===== config.mk =====
export PLATFORM = sky130hd
export DESIGN_NAME = i2cm_arb
export DESIGN_NICKNAME = d
export VERILOG_FILES = /design/src/i2cm_pkg.sv /design/src/i2cm_arb.sv
export VERILOG_INCLUDE_DIRS = /design/src
export SDC_FILE = /design/constraint.sdc
export NUM_CORES = 1
export LEC_CHECK = 0
export BUFFER_PORTS_ARGS = -buffer_cell sky130_fd_sc_hd__buf_4
export CORE_UTILIZATION = 35
export DETAILED_ROUTE_END_ITERATION = 10
export HOLD_SLACK_MARGIN = 0.03
export PLACE_DENSITY = 0.52
export REMOVE_ABC_BUFFERS = 1
export SLEW_MARGIN = 15
export SYNTH_ARGS = -nofsm -noshare
export SYNTH_HDL_FRONTEND = slang
export SYNTH_SLANG_ARGS = --single-unit

===== constraint.sdc =====
create_clock -name aclk -period 3.3 [get_ports aclk]
set_input_delay 0.66 -clock aclk [delete_from_list [all_inputs] [get_ports aclk]]
set_output_delay 0.66 -clock aclk [all_outputs]
set_load 0.01 [all_outputs]

===== src/i2cm_defines.svh =====
// Purpose: Register offsets, field positions and reset values of the
//          multi-master two-wire serial port.
// Assumes: Included by bare name; definitions only.
// Notes:   All offsets are byte addresses of aligned 32-bit words.
`ifndef I2CM_DEFINES_SVH
`define I2CM_DEFINES_SVH

`define I2CM_OFF_CTRL     8'h00
`define I2CM_OFF_CON2     8'h04
`define I2CM_OFF_STAT     8'h08
`define I2CM_OFF_RATE     8'h0C
`define I2CM_OFF_BUF      8'h10

`define I2CM_CTRL_EN      0
`define I2CM_CTRL_IE      1

`define I2CM_CON2_SEN     0
`define I2CM_CON2_RSEN    1
`define I2CM_CON2_PEN     2
`define I2CM_CON2_ACKEN   3
`define I2CM_CON2_ACKDT   5
`define I2CM_CON2_ACKSTAT 6

`define I2CM_STAT_BUF     0
`define I2CM_STAT_START   1
`define I2CM_STAT_STOP    2
`define I2CM_STAT_EVENT   3
`define I2CM_STAT_COLL    4
`define I2CM_STAT_BUSY    5

`define I2CM_RATE_RST     8'h09
`define I2CM_RESP_OKAY    2'h0
`define I2CM_RESP_SLVERR  2'h2

`endif


===== src/i2cm_pkg.sv =====
// Purpose: Types of the multi-master two-wire serial port.
// Assumes: Nothing beyond the defines header.
// Notes:   State codes are written out for readable waveforms.
package i2cm_pkg;
  typedef enum logic [3:0] {
    I2CM_IDLE   = 4'h0,
    I2CM_S_CNT  = 4'h1,
    I2CM_S_HOLD = 4'h2,
    I2CM_R_REL  = 4'h3,
    I2CM_R_SCL  = 4'h4,
    I2CM_R_CNT  = 4'h5,
    I2CM_R_HOLD = 4'h6,
    I2CM_B_LOW  = 4'h7,
    I2CM_B_HIGH = 4'h8,
    I2CM_P_LOW  = 4'h9,
    I2CM_P_SCL  = 4'hA,
    I2CM_P_CNT  = 4'hB,
    I2CM_P_SDA  = 4'hC
  } i2cm_state_t;
endpackage


===== src/i2cm_arb.sv =====
// Purpose: Two-wire serial master with multi-master arbitration,
//          bus-free tracking and collision abort, AXI4-Lite registers.
// Assumes: aclk 10 MHz; scl/sda pins are asynchronous and open drain.
// Notes:   Master receive and slave address matching are not built.
//
// Overview of operation
// - In sleep with interrupt enabled, a finished event raises the wake output.
// - Reset or disable releases the pins and abandons any transfer.
// - Stop-seen and Start-seen clear on reset and while disabled.
// - Start is accepted only after Stop-seen, or with both flags clear.
// - A Stop seen on the bus sets the serial event flag.
// - Driven SDA is compared with sampled SDA in every arbitrated phase.
// - Released SDA read low with SCL high in a bit we send sets collision, port goes idle.
// - Byte collision halts output, clears buffer-full, releases both lines.
// - Sequence collision aborts it, releases lines, clears its enable bit.
// - After a collision the bus monitor still flags a Stop.
// - A buffer write after a collision starts from the first bit.
// - SDA or SCL low at Start begin aborts it and sets collision.
// - Start counts with SDA high; SCL low then is a collision.
// - SDA low during the Start count drives SDA low early, no collision.
// - Start drives SDA low, counts ignoring SCL, then drives SCL low.
// - Repeated Start: release SDA, count, release SCL; SDA low is collision.
// - SDA falling during the Repeated Start count is not a collision.
// - SCL falling before we drive SDA in Repeated Start is a collision.
// - Repeated Start then drives SDA low, counts, and drives SCL low.
// - Stop drives SDA low, releases SCL, counts once SCL is high.
// - Released SDA reading low after the Stop count is a collision.
// - SCL low after SDA is released in Stop is a collision.
// - Every interval is one rollover of a counter reloaded from RATE.
//
// Added by the designer: the AXI4-Lite register port and the address map.
`timescale 1ns/1ps
`default_nettype none
`include "i2cm_defines.svh"

module i2cm_arb
  import i2cm_pkg::*;
(
  input  wire logic        aclk,
  input  wire logic        aresetn,
  input  wire logic [7:0]  s_axi_awaddr,
  input  wire logic        s_axi_awvalid,
  output logic             s_axi_awready,
  input  wire logic [31:0] s_axi_wdata,
  input  wire logic [3:0]  s_axi_wstrb,
  input  wire logic        s_axi_wvalid,
  output logic             s_axi_wready,
  output logic [1:0]       s_axi_bresp,
  output logic             s_axi_bvalid,
  input  wire logic        s_axi_bready,
  input  wire logic [7:0]  s_axi_araddr,
  input  wire logic        s_axi_arvalid,
  output logic             s_axi_arready,
  output logic [31:0]      s_axi_rdata,
  output logic [1:0]       s_axi_rresp,
  output logic             s_axi_rvalid,
  input  wire logic        s_axi_rready,
  input  wire logic        scl_in,
  output logic             scl_out,
  output logic             scl_oe_n,
  input  wire logic        sda_in,
  output logic             sda_out,
  output logic             sda_oe_n,
  input  wire logic        sleep_mode,
  output logic             wake
);

  function automatic logic addr_hit(input logic [7:0] a);
    addr_hit = (a == `I2CM_OFF_CTRL) || (a == `I2CM_OFF_CON2) ||
               (a == `I2CM_OFF_STAT) || (a == `I2CM_OFF_RATE) ||
               (a == `I2CM_OFF_BUF);
  endfunction

  // Pin synchronisers
  logic [1:0] scl_sync;
  logic [1:0] sda_sync;
  logic       scl;
  logic       sda;
  logic       scl_p;
  logic       sda_p;

  always_ff @(posedge aclk) begin
    if (!aresetn) begin
      scl_sync <= 2'h3;
      sda_sync <= 2'h3;
      scl_p    <= 1'b1;
      sda_p    <= 1'b1;
    end else begin
      scl_sync <= {scl_sync[0], scl_in};
      sda_sync <= {sda_sync[0], sda_in};
      scl_p    <= scl;
      sda_p    <= sda;
    end
  end

  assign scl = scl_sync[1];
  assign sda = sda_sync[1];
  assign scl_out = 1'b0;
  assign sda_out = 1'b0;

  // Register state
  logic        en;
  logic        ie;
  logic        sen;
  logic        rsen;
  logic        pen;
  logic        acken;
  logic        ackdt;
  logic        ackstat;
  logic [7:0]  rate;
  logic [7:0]  txbyte;
  logic        buf_full;
  logic        start_seen;
  logic        stop_seen;
  logic        ev_flag;
  logic        col_flag;
  logic        set_ev;
  logic        set_col;
  i2cm_state_t state;

  // AXI4-Lite write channel
  logic        aw_ok;
  logic        w_ok;
  logic [7:0]  waddr;
  logic [31:0] wdata;
  logic        wlane0;
  logic        wr_en;

  assign s_axi_awready = !aw_ok && !s_axi_bvalid;
  assign s_axi_wready  = !w_ok && !s_axi_bvalid;
  assign wr_en = aw_ok && w_ok && !s_axi_bvalid;

  always_ff @(posedge aclk) begin
    if (!aresetn) begin
      aw_ok        <= 1'b0;
      w_ok         <= 1'b0;
      waddr        <= 8'h00;
      wdata        <= 32'h0000_0000;
      wlane0       <= 1'b0;
      s_axi_bvalid <= 1'b0;
      s_axi_bresp  <= `I2CM_RESP_OKAY;
    end else begin
      if (s_axi_awvalid && s_axi_awready) begin
        aw_ok <= 1'b1;
        waddr <= s_axi_awaddr;
      end
      if (s_axi_wvalid && s_axi_wready) begin
        w_ok   <= 1'b1;
        wdata  <= s_axi_wdata;
        wlane0 <= s_axi_wstrb[0];
      end
      if (wr_en) begin
        aw_ok        <= 1'b0;
        w_ok         <= 1'b0;
        s_axi_bvalid <= 1'b1;
        s_axi_bresp  <= addr_hit(waddr) ? `I2CM_RESP_OKAY
                                        : `I2CM_RESP_SLVERR;
      end else if (s_axi_bvalid && s_axi_bready) begin
        s_axi_bvalid <= 1'b0;
      end
    end
  end

  logic wr_lo;
  assign wr_lo = wr_en && wlane0;

  // AXI4-Lite read channel
  logic [31:0] rd_word;

  always_comb begin
    rd_word = 32'h0000_0000;
    case (s_axi_araddr)
      `I2CM_OFF_CTRL: begin
        rd_word[`I2CM_CTRL_EN] = en;
        rd_word[`I2CM_CTRL_IE] = ie;
      end
      `I2CM_OFF_CON2: begin
        rd_word[`I2CM_CON2_SEN]     = sen;
        rd_word[`I2CM_CON2_RSEN]    = rsen;
        rd_word[`I2CM_CON2_PEN]     = pen;
        rd_word[`I2CM_CON2_ACKEN]   = acken;
        rd_word[`I2CM_CON2_ACKDT]   = ackdt;
        rd_word[`I2CM_CON2_ACKSTAT] = ackstat;
      end
      `I2CM_OFF_STAT: begin
        rd_word[`I2CM_STAT_BUF]   = buf_full;
        rd_word[`I2CM_STAT_START] = start_seen;
        rd_word[`I2CM_STAT_STOP]  = stop_seen;
        rd_word[`I2CM_STAT_EVENT] = ev_flag;
        rd_word[`I2CM_STAT_COLL]  = col_flag;
        rd_word[`I2CM_STAT_BUSY]  = (state != I2CM_IDLE);
      end
      `I2CM_OFF_RATE: rd_word[7:0] = rate;
      `I2CM_OFF_BUF:  rd_word[7:0] = txbyte;
      default:        rd_word = 32'h0000_0000;
    endcase
  end

  assign s_axi_arready = !s_axi_rvalid;

  always_ff @(posedge aclk) begin
    if (!aresetn) begin
      s_axi_rvalid <= 1'b0;
      s_axi_rdata  <= 32'h0000_0000;
      s_axi_rresp  <= `I2CM_RESP_OKAY;
    end else if (s_axi_arvalid && s_axi_arready) begin
      s_axi_rvalid <= 1'b1;
      s_axi_rdata  <= rd_word;
      s_axi_rresp  <= addr_hit(s_axi_araddr) ? `I2CM_RESP_OKAY
                                             : `I2CM_RESP_SLVERR;
    end else if (s_axi_rready) begin
      s_axi_rvalid <= 1'b0;
    end
  end

  // Bus monitor keeps running through collisions so bus-free is known
  logic start_det;
  logic stop_det;

  assign start_det = scl && scl_p && sda_p && !sda;
  assign stop_det  = scl && scl_p && !sda_p && sda;

  always_ff @(posedge aclk) begin
    if (!aresetn || !en) begin
      start_seen <= 1'b0;
      stop_seen  <= 1'b0;
    end else if (start_det) begin
      start_seen <= 1'b1;
      stop_seen  <= 1'b0;
    end else if (stop_det) begin
      start_seen <= 1'b0;
      stop_seen  <= 1'b1;
    end
  end

  // Sequencer
  logic [7:0] cnt;
  logic       tick;
  logic [8:0] shreg;
  logic [3:0] bits_left;
  logic       is_tx;
  logic       hi;
  logic       col_now;
  logic       bus_free;
  logic       wr_con2;
  logic       wr_buf;

  assign tick = (cnt == 8'h00);
  assign bus_free = stop_seen || (!start_seen && !stop_seen);
  assign wr_con2 = wr_lo && (waddr == `I2CM_OFF_CON2);
  assign wr_buf  = wr_lo && (waddr == `I2CM_OFF_BUF);

  always_comb begin
    case (state)
      I2CM_S_CNT:  col_now = sda && !scl;
      I2CM_R_SCL:  col_now = scl && !sda;
      I2CM_R_CNT:  col_now = !scl && sda_oe_n;
      I2CM_B_HIGH: col_now = hi && scl && sda_oe_n && !sda &&
                             !(is_tx && bits_left == 4'h1);
      I2CM_P_SDA:  col_now = !scl || (tick && !sda);
      default:     col_now = 1'b0;
    endcase
  end

  always_ff @(posedge aclk) begin
    if (!aresetn || !en) begin
      state     <= I2CM_IDLE;
      scl_oe_n  <= 1'b1;
      sda_oe_n  <= 1'b1;
      sen       <= 1'b0;
      rsen      <= 1'b0;
      pen       <= 1'b0;
      acken     <= 1'b0;
      buf_full  <= 1'b0;
      cnt       <= 8'h00;
      shreg     <= 9'h000;
      bits_left <= 4'h0;
      is_tx     <= 1'b0;
      hi        <= 1'b0;
      ackstat   <= 1'b0;
      set_ev    <= 1'b0;
      set_col   <= 1'b0;
    end else begin
      set_ev  <= 1'b0;
      set_col <= 1'b0;
      if (!tick) begin
        cnt <= cnt - 8'h01;
      end
      if (col_now) begin
        state    <= I2CM_IDLE;
        scl_oe_n <= 1'b1;
        sda_oe_n <= 1'b1;
        sen      <= 1'b0;
        rsen     <= 1'b0;
        pen      <= 1'b0;
        acken    <= 1'b0;
        buf_full <= 1'b0;
        set_col  <= 1'b1;
      end else begin
        case (state)
          I2CM_IDLE: begin
            if (wr_buf) begin
              shreg     <= {wdata[7:0], 1'b1};
              bits_left <= 4'h9;
              is_tx     <= 1'b1;
              buf_full  <= 1'b1;
              cnt       <= rate;
              state     <= I2CM_B_LOW;
            end else if (wr_con2 && wdata[`I2CM_CON2_SEN] && bus_free) begin
              if (!sda || !scl) begin
                set_col <= 1'b1;
              end else begin
                sen   <= 1'b1;
                cnt   <= rate;
                state <= I2CM_S_CNT;
              end
            end else if (wr_con2 && wdata[`I2CM_CON2_RSEN]) begin
              rsen     <= 1'b1;
              sda_oe_n <= 1'b1;
              cnt      <= rate;
              state    <= I2CM_R_REL;
            end else if (wr_con2 && wdata[`I2CM_CON2_PEN]) begin
              pen      <= 1'b1;
              sda_oe_n <= 1'b0;
              state    <= I2CM_P_LOW;
            end else if (wr_con2 && wdata[`I2CM_CON2_ACKEN]) begin
              acken     <= 1'b1;
              shreg     <= {ackdt, 8'h00};
              bits_left <= 4'h1;
              is_tx     <= 1'b0;
              cnt       <= rate;
              state     <= I2CM_B_LOW;
            end
          end
          I2CM_S_CNT: begin
            if (!sda || tick) begin
              sda_oe_n <= 1'b0;
              cnt      <= rate;
              state    <= I2CM_S_HOLD;
            end
          end
          I2CM_S_HOLD: begin
            if (tick) begin
              scl_oe_n <= 1'b0;
              sen      <= 1'b0;
              set_ev   <= 1'b1;
              state    <= I2CM_IDLE;
            end
          end
          I2CM_R_REL: begin
            if (tick) begin
              scl_oe_n <= 1'b1;
              state    <= I2CM_R_SCL;
            end
          end
          I2CM_R_SCL: begin
            if (scl) begin
              cnt   <= rate;
              state <= I2CM_R_CNT;
            end
          end
          I2CM_R_CNT: begin
            if (tick) begin
              sda_oe_n <= 1'b0;
              cnt      <= rate;
              state    <= I2CM_R_HOLD;
            end
          end
          I2CM_R_HOLD: begin
            if (tick) begin
              scl_oe_n <= 1'b0;
              rsen     <= 1'b0;
              set_ev   <= 1'b1;
              state    <= I2CM_IDLE;
            end
          end
          I2CM_B_LOW: begin
            scl_oe_n <= 1'b0;
            sda_oe_n <= shreg[8];
            if (tick) begin
              scl_oe_n <= 1'b1;
              hi       <= 1'b0;
              state    <= I2CM_B_HIGH;
            end
          end
          I2CM_B_HIGH: begin
            // Wait out clock stretching before timing the high phase
            if (!hi && scl) begin
              hi  <= 1'b1;
              cnt <= rate;
            end else if (hi && tick) begin
              scl_oe_n  <= 1'b0;
              shreg     <= {shreg[7:0], 1'b1};
              bits_left <= bits_left - 4'h1;
              cnt       <= rate;
              state     <= I2CM_B_LOW;
              if (is_tx && bits_left == 4'h2) begin
                buf_full <= 1'b0;
              end
              if (bits_left == 4'h1) begin
                if (is_tx) begin
                  ackstat <= sda;
                end
                sda_oe_n <= 1'b1;
                acken    <= 1'b0;
                set_ev   <= 1'b1;
                state    <= I2CM_IDLE;
              end
            end
          end
          I2CM_P_LOW: begin
            if (!sda) begin
              scl_oe_n <= 1'b1;
              state    <= I2CM_P_SCL;
            end
          end
          I2CM_P_SCL: begin
            if (scl) begin
              cnt   <= rate;
              state <= I2CM_P_CNT;
            end
          end
          I2CM_P_CNT: begin
            if (tick) begin
              sda_oe_n <= 1'b1;
              cnt      <= rate;
              state    <= I2CM_P_SDA;
            end
          end
          I2CM_P_SDA: begin
            if (tick) begin
              pen    <= 1'b0;
              set_ev <= 1'b1;
              state  <= I2CM_IDLE;
            end
          end
          default: state <= I2CM_IDLE;
        endcase
      end
    end
  end

  // Software registers; flag sets win over a same-cycle clear
  always_ff @(posedge aclk) begin
    if (!aresetn) begin
      en    <= 1'b0;
      ie    <= 1'b0;
      ackdt <= 1'b0;
      rate  <= `I2CM_RATE_RST;
    end else if (wr_lo) begin
      if (waddr == `I2CM_OFF_CTRL) begin
        en <= wdata[`I2CM_CTRL_EN];
        ie <= wdata[`I2CM_CTRL_IE];
      end
      if (waddr == `I2CM_OFF_CON2) begin
        ackdt <= wdata[`I2CM_CON2_ACKDT];
      end
      if (waddr == `I2CM_OFF_RATE) begin
        rate <= wdata[7:0];
      end
    end
  end

  always_ff @(posedge aclk) begin
    if (!aresetn) begin
      txbyte <= 8'h00;
    end else if (wr_buf && state == I2CM_IDLE && en) begin
      txbyte <= wdata[7:0];
    end
  end

  logic clr_stat;
  assign clr_stat = wr_lo && (waddr == `I2CM_OFF_STAT);

  always_ff @(posedge aclk) begin
    if (!aresetn) begin
      ev_flag  <= 1'b0;
      col_flag <= 1'b0;
    end else begin
      if (set_ev || (stop_det && en)) begin
        ev_flag <= 1'b1;
      end else if (clr_stat && wdata[`I2CM_STAT_EVENT]) begin
        ev_flag <= 1'b0;
      end
      if (set_col) begin
        col_flag <= 1'b1;
      end else if (clr_stat && wdata[`I2CM_STAT_COLL]) begin
        col_flag <= 1'b0;
      end
    end
  end

  always_ff @(posedge aclk) begin
    if (!aresetn) begin
      wake <= 1'b0;
    end else begin
      wake <= sleep_mode && ie && ev_flag;
    end
  end

endmodule

`default_nettype wire


==> run summary, run 1 <==
flop2flop setup slack: 0.44 ns
Worst slew margin: 50.97%
H-tree depth: 3
commonest non-fill, non-tap cell in the layout: nand2_1
layout cells sized above 1: 15.64%
largest net degree at the start of global routing: 46
PostCTS Resize Cnt: 0
Max Cap Viol: 0
TritonCTS buffer count: 9
CP Capture Type: flip-flop
Ys Warns: 0
CP required: 3.59 ns
first-pass GRT wire length: 26.57 mm
# setup viols final: 0
ys flop type: dfxtp_1
CTS tree: built
clk_lat worst skew: 0.35 ns
initial antenna violation count: 0
Peak VDD IR: 264.7 uV
Final TNS setup: 0 ns
sequential share of the synthesized area: 35.07%
die height: 128.4 um
# DRC: 0
hold path start: sda_sync[0]
RR Startpoint: waddr[0]
IO buf count: 52
Cells on Worst Hold Path: 1
deepest clock path buffer count: 2
Post-DRT Antenna Nets: 0
Post-synth ARST share: 0%
Cells after DPL: 956
drt total wl: 16.33 mm
clock skew: 0.01014 ns
clock sink count: 98
Hold EP: sda_sync[1]
Startpoint Class: flip-flop
Slew @ Worst Pin: 0.7344 ns
clk root buf: clkbuf_16
Fillers: 1580
vias per cell: 5.470
final std cells w/o fill: 972
Pre-antenna DRT Iters: 5
GRT Total Usage: 20.65%
vias in the first global route: 4940
part of the cycle the worst path needs: 86.76%
PD cells: 389.6 mW/mm2
CTS Hold Bufs: 0
leakage: 2.448 nW
CP max stage cell: or4_1
1st-iter DRT viols: 495
DP HPWL: 12.18 mm
outcome: finished clean
Via Count: 5317
CP peak stage delay: 0.67 ns
unrepaired setup endpoints after global routing: no
crit-path cells: or4_1, or3_1, nor3_2, nor3_1, a211oi_4, a221o_1
wire per inst: 16.80 um
I/O pins: 108
fin crit period: 2.863 ns
nets: 823
row cnt: 45
CP Max Fanout: 10
flops & latches, synth: 98
Worst-path clk slew: 0.07 ns
Die ar.: 0.01649 mm2
R2R Path End: cnt[2]
syn avg cell area: 7.890 um2
GRT overflow: 0
reg2reg path depth: 6
n_diodes: 0
EDFF count, synth: 0
P&R area growth vs syn: 16.42%
crit path DAT: 3.16 ns
Max Transition Viols Final: 0
Final Hold Viols: 0
Post CTS Setup Buffer Count: 0
Fmax achieved: 0.3493 GHz
Syn Inst Count: 709
Register Area: 0.001962 mm2
die width: 128.4 um
Initial Util: 36.26%
WS Path Type: reg -> reg
hold crit path type: reg -> reg
Synth Cell Area: 0.005594 mm2
core area: 0.01543 mm2
gpl congestion: 0.9439
most frequent cells in the layout: nand2_1 (101), dfxtp_1 (98), buf_4 (79), nor2_1 (45), a21oi_1 (39)
synth unique cells: 74
multi-input logic area: 0.003311 mm2
[state kept, by name (all words and copies together) (netlist names), 2 cells and up]
name,count
cnt,8
txbyte,8
wdata,8
scl_sync,2
rate,8
waddr,8
state,4
bits_left,4
s_axi_rdata,8
shreg,9
sda_sync,2
[critical path, delay by kind of cell, from the launching register on]
| kind | cells | cell delay (ns) |
|---|---|---|
| flops | 1 | 0.31 |
| compound gates | 2 | 0.58 |
| simple gates | 4 | 1.92 |
[cells in the mapped netlist (7+ instances only)]
cell type	number	area share, %
a211oi_1	12	1.6
a21boi_0	32	4.3
a21oi_1	39	3.5
and2_1	7	0.78
and3_1	12	1.3
buf_4	28	3.8
clkbuf_1	35	2.3
dfxtp_1	98	35
inv_1	14	0.94
mux2i_1	13	2.3
nand2_1	101	6.8
nand2b_1	22	2.5
nand3_1	18	1.6
nor2_1	45	3.0
nor2b_1	13	1.5
nor3_1	27	2.4
nor4_1	13	1.5
o21ai_0	35	3.1
[how the worst max path moves through the flow]
| stage | from | endpoint | slack, ns | depth (start not counted) |
|---|---|---|---|---|
| 6_report | waddr[0] | cnt[2] | 0.44 | 6 |
| 5_1_grt | waddr[0] | cnt[1] | 0.24 | 6 |
| 4_1_cts | waddr[0] | cnt[2] | 0.41 | 6 |
| 3_5_place_dp | waddr[0] | cnt[2] | 0.43 | 6 |
| 3_3_place_gp | waddr[0] | cnt[2] | 0.47 | 6 |
| 2_1_floorplan | state[3] | bits_left[3] | 0.28 | 6 |
[area by class of cell]
type | count | share of cell area (%)
timing repair buffer | 80 | 9.414
tap | 211 | 4.054
multi-input combinational | 553 | 50.84
clock buffer | 10 | 3.670
inverter | 14 | 0.8069
clock inverter | 6 | 1.095
sequential | 98 | 30.12
[per-layer routing]
metal / routed length (um) / up-vias / GRT usage [%] / part of all wire (%)
met5: 0 / - / 0 / 0
met4: 375 / 0 / 7.958 / 2.3
met3: 741 / 28 / 2.536 / 4.5
met2: 7056 / 174 / 31.80 / 43
met1: 8154 / 2511 / 29.32 / 50
li1: - / 2604 / - / -
[through the flow]
step	power (mW)	util [%]	cell area, um2	worst slack, ns	hold slack, ns
after floorplan	1.363	-	5319	0.2837	0.3863
after global placement	1.461	40.20	6202	0.4655	0.3967
after detailed placement	1.465	40.20	6202	0.4279	0.3942
after CTS	2.564	42.21	6513	0.4102	0.4107
after global routing	2.641	42.21	6513	0.2421	0.4367
final	2.537	42.21	6513	0.4368	0.4084
[kinds of logic after synthesis]
group	share of synthesized area, %
DFF	35.07
AOI/OAI and AO/OA	24.31
muxes	2.930
xor gates and xnor gates	0.4698
buffers and inverters	7.672
and+or+nand+nor	28.36
other	0.06703
adders and majority gates	1.118
[report_power, final]
group          internal [mW]  switching (mW)  leakage (nW)  total [mW]
Clock                  0.618           0.483         0.151        1.10
Combinational         0.0832           0.110          1.50       0.193
Sequential              1.21          0.0339         0.795        1.24
No activity file was read; power rests on OpenSTA's default activity.
==> inputs of run 2 (changes only) <==
clock period = 3.4 ns   (was 3.3 ns; I/O delays follow)
==> run 2 against run 1 <==
Effect of this change: register-to-register slack better by 0.02 ns; die area unchanged; maximum frequency down 2.7%; global-route usage up 0.13 points; combinational power down 3%; critical path type unchanged; wire length up 0.59%; critical path depth up 1; worst setup slack better by 0.020 ns; sequential share of layout area up 0.16 points; cell area down 0.52%; first-iteration DRC count down 0.40%.
==> run summary, run 2 (synthesis results as in run 1) <==
largest net degree at the start of global routing: 35
Via Count: 5312
TritonCTS buffer count: 9
Final Hold Viols: 0
n_diodes: 0
die width: 128.4 um
R2R Path End: shreg[5]
outcome: finished clean
clock skew: 0.006588 ns
reg2reg path depth: 7
Final TNS setup: 0 ns
Fmax achieved: 0.3398 GHz
Worst-path clk slew: 0.07 ns
multi-input logic area: 0.003311 mm2
CTS tree: built
Initial Util: 36.26%
# setup viols final: 0
flop2flop setup slack: 0.46 ns
register bank with the most flops: shreg
Cells on Worst Hold Path: 1
Slew @ Worst Pin: 0.8195 ns
PD cells: 380.4 mW/mm2
1st-iter DRT viols: 493
Hold EP: sda_sync[1]
part of the cycle the worst path needs: 86.55%
CP Capture Type: flip-flop
WS Path Type: reg -> reg
clk_lat worst skew: 0.35 ns
DP HPWL: 12.22 mm
PostCTS Resize Cnt: 0
first-pass GRT wire length: 26.65 mm
leakage: 2.433 nW
# DRC: 0
Worst slew margin: 45.29%
nets: 820
Post CTS Setup Buffer Count: 0
initial antenna violation count: 0
Startpoint Class: flip-flop
Pre-antenna DRT Iters: 5
vias per cell: 5.482
Max Cap Viol: 0
hold path start: sda_sync[0]
hold crit path type: reg -> reg
GRT overflow: 0
clock sink count: 98
CP Max Fanout: 16
wire per inst: 16.95 um
clk root buf: clkbuf_16
H-tree depth: 3
layout cells sized above 1: 15.30%
CTS Hold Bufs: 0
commonest non-fill, non-tap cell in the layout: nand2_1
CP max stage cell: or4_1
P&R area growth vs syn: 15.81%
IO buf count: 52
CP required: 3.66 ns
Register Area: 0.001962 mm2
gpl congestion: 0.9225
CP peak stage delay: 0.67 ns
GRT Total Usage: 20.78%
crit path DAT: 3.20 ns
row cnt: 45
crit-path cells: or4_1, nor4_1, o22ai_1, nor4b_4, buf_4, nor2_1, a211oi_1
vias in the first global route: 4927
drt total wl: 16.42 mm
die height: 128.4 um
Max Transition Viols Final: 0
Fillers: 1606
I/O pins: 108
core area: 0.01543 mm2
Final Util: 42.00%
most frequent cells in the layout: nand2_1 (101), dfxtp_1 (98), buf_4 (77), nor2_1 (45), a21oi_1 (39)
Peak VDD IR: 281.0 uV
unrepaired setup endpoints after global routing: no
deepest clock path buffer count: 2
Largest register FFs: 9
fin crit period: 2.943 ns
Die ar.: 0.01649 mm2
RR Startpoint: waddr[0]
Post-DRT Antenna Nets: 0
[run 2: layout make-up]
cell class,instances,area share [%]
Multi-Input combinational cell,553,51.10
Sequential cell,98,30.28
Timing Repair Buffer,77,8.922
Tap cell,211,4.075
Clock buffer,10,3.689
Clock inverter,6,1.120
Inverter,14,0.8111
[run 2: how the worst max path moves through the flow]
stage                     startpoint      endpoint
after global placement      waddr[0]        cnt[2]
after CTS                   waddr[0]        cnt[1]
after floorplan             state[3]  bits_left[3]
after detailed placement    waddr[0]        cnt[1]
after global routing        waddr[0]      shreg[5]
final                       waddr[0]      shreg[5]
[run 2: per-layer routing]
| layer | GRT usage [%] | wire, um | up-vias |
|---|---|---|---|
| met2 | 32.21 | 7270 | 166 |
| met1 | 28.79 | 8048 | 2511 |
| met5 | 0 | 0 | - |
| li1 | - | - | 2608 |
| met4 | 8.235 | 372 | 0 |
| met3 | 3.285 | 733 | 27 |
[run 2: power breakdown]
part	switching [mW]	leakage, nW	internal, mW
registers	0.0323	0.795	1.17
logic	0.107	1.48	0.0807
clock network	0.469	0.155	0.601
[run 2: metrics by stage]
| stage | hold WS, ns | area (um2) | instances | total power [mW] | setup slack [ns] |
|---|---|---|---|---|---|
| finish | 0.4193 | 6479 | 969 | 2.465 | 0.4572 |
| global route | 0.4574 | 6479 | 969 | 2.570 | 0.1937 |
| global placement | 0.3992 | 6167 | 953 | 1.418 | 0.5119 |
| floorplan | 0.3863 | 5319 | 665 | 1.323 | 0.3837 |
| CTS | 0.4276 | 6479 | 969 | 2.487 | 0.4549 |
| detailed placement | 0.4103 | 6167 | 953 | 1.422 | 0.4635 |
[run 2: worst max-delay path: cells and delay by family (launching register included)]
kind / cells / cell delay [ns]
simple gates: 4 / 1.79
compound gates: 2 / 0.44
buf+inv: 1 / 0.32
flops: 1 / 0.31
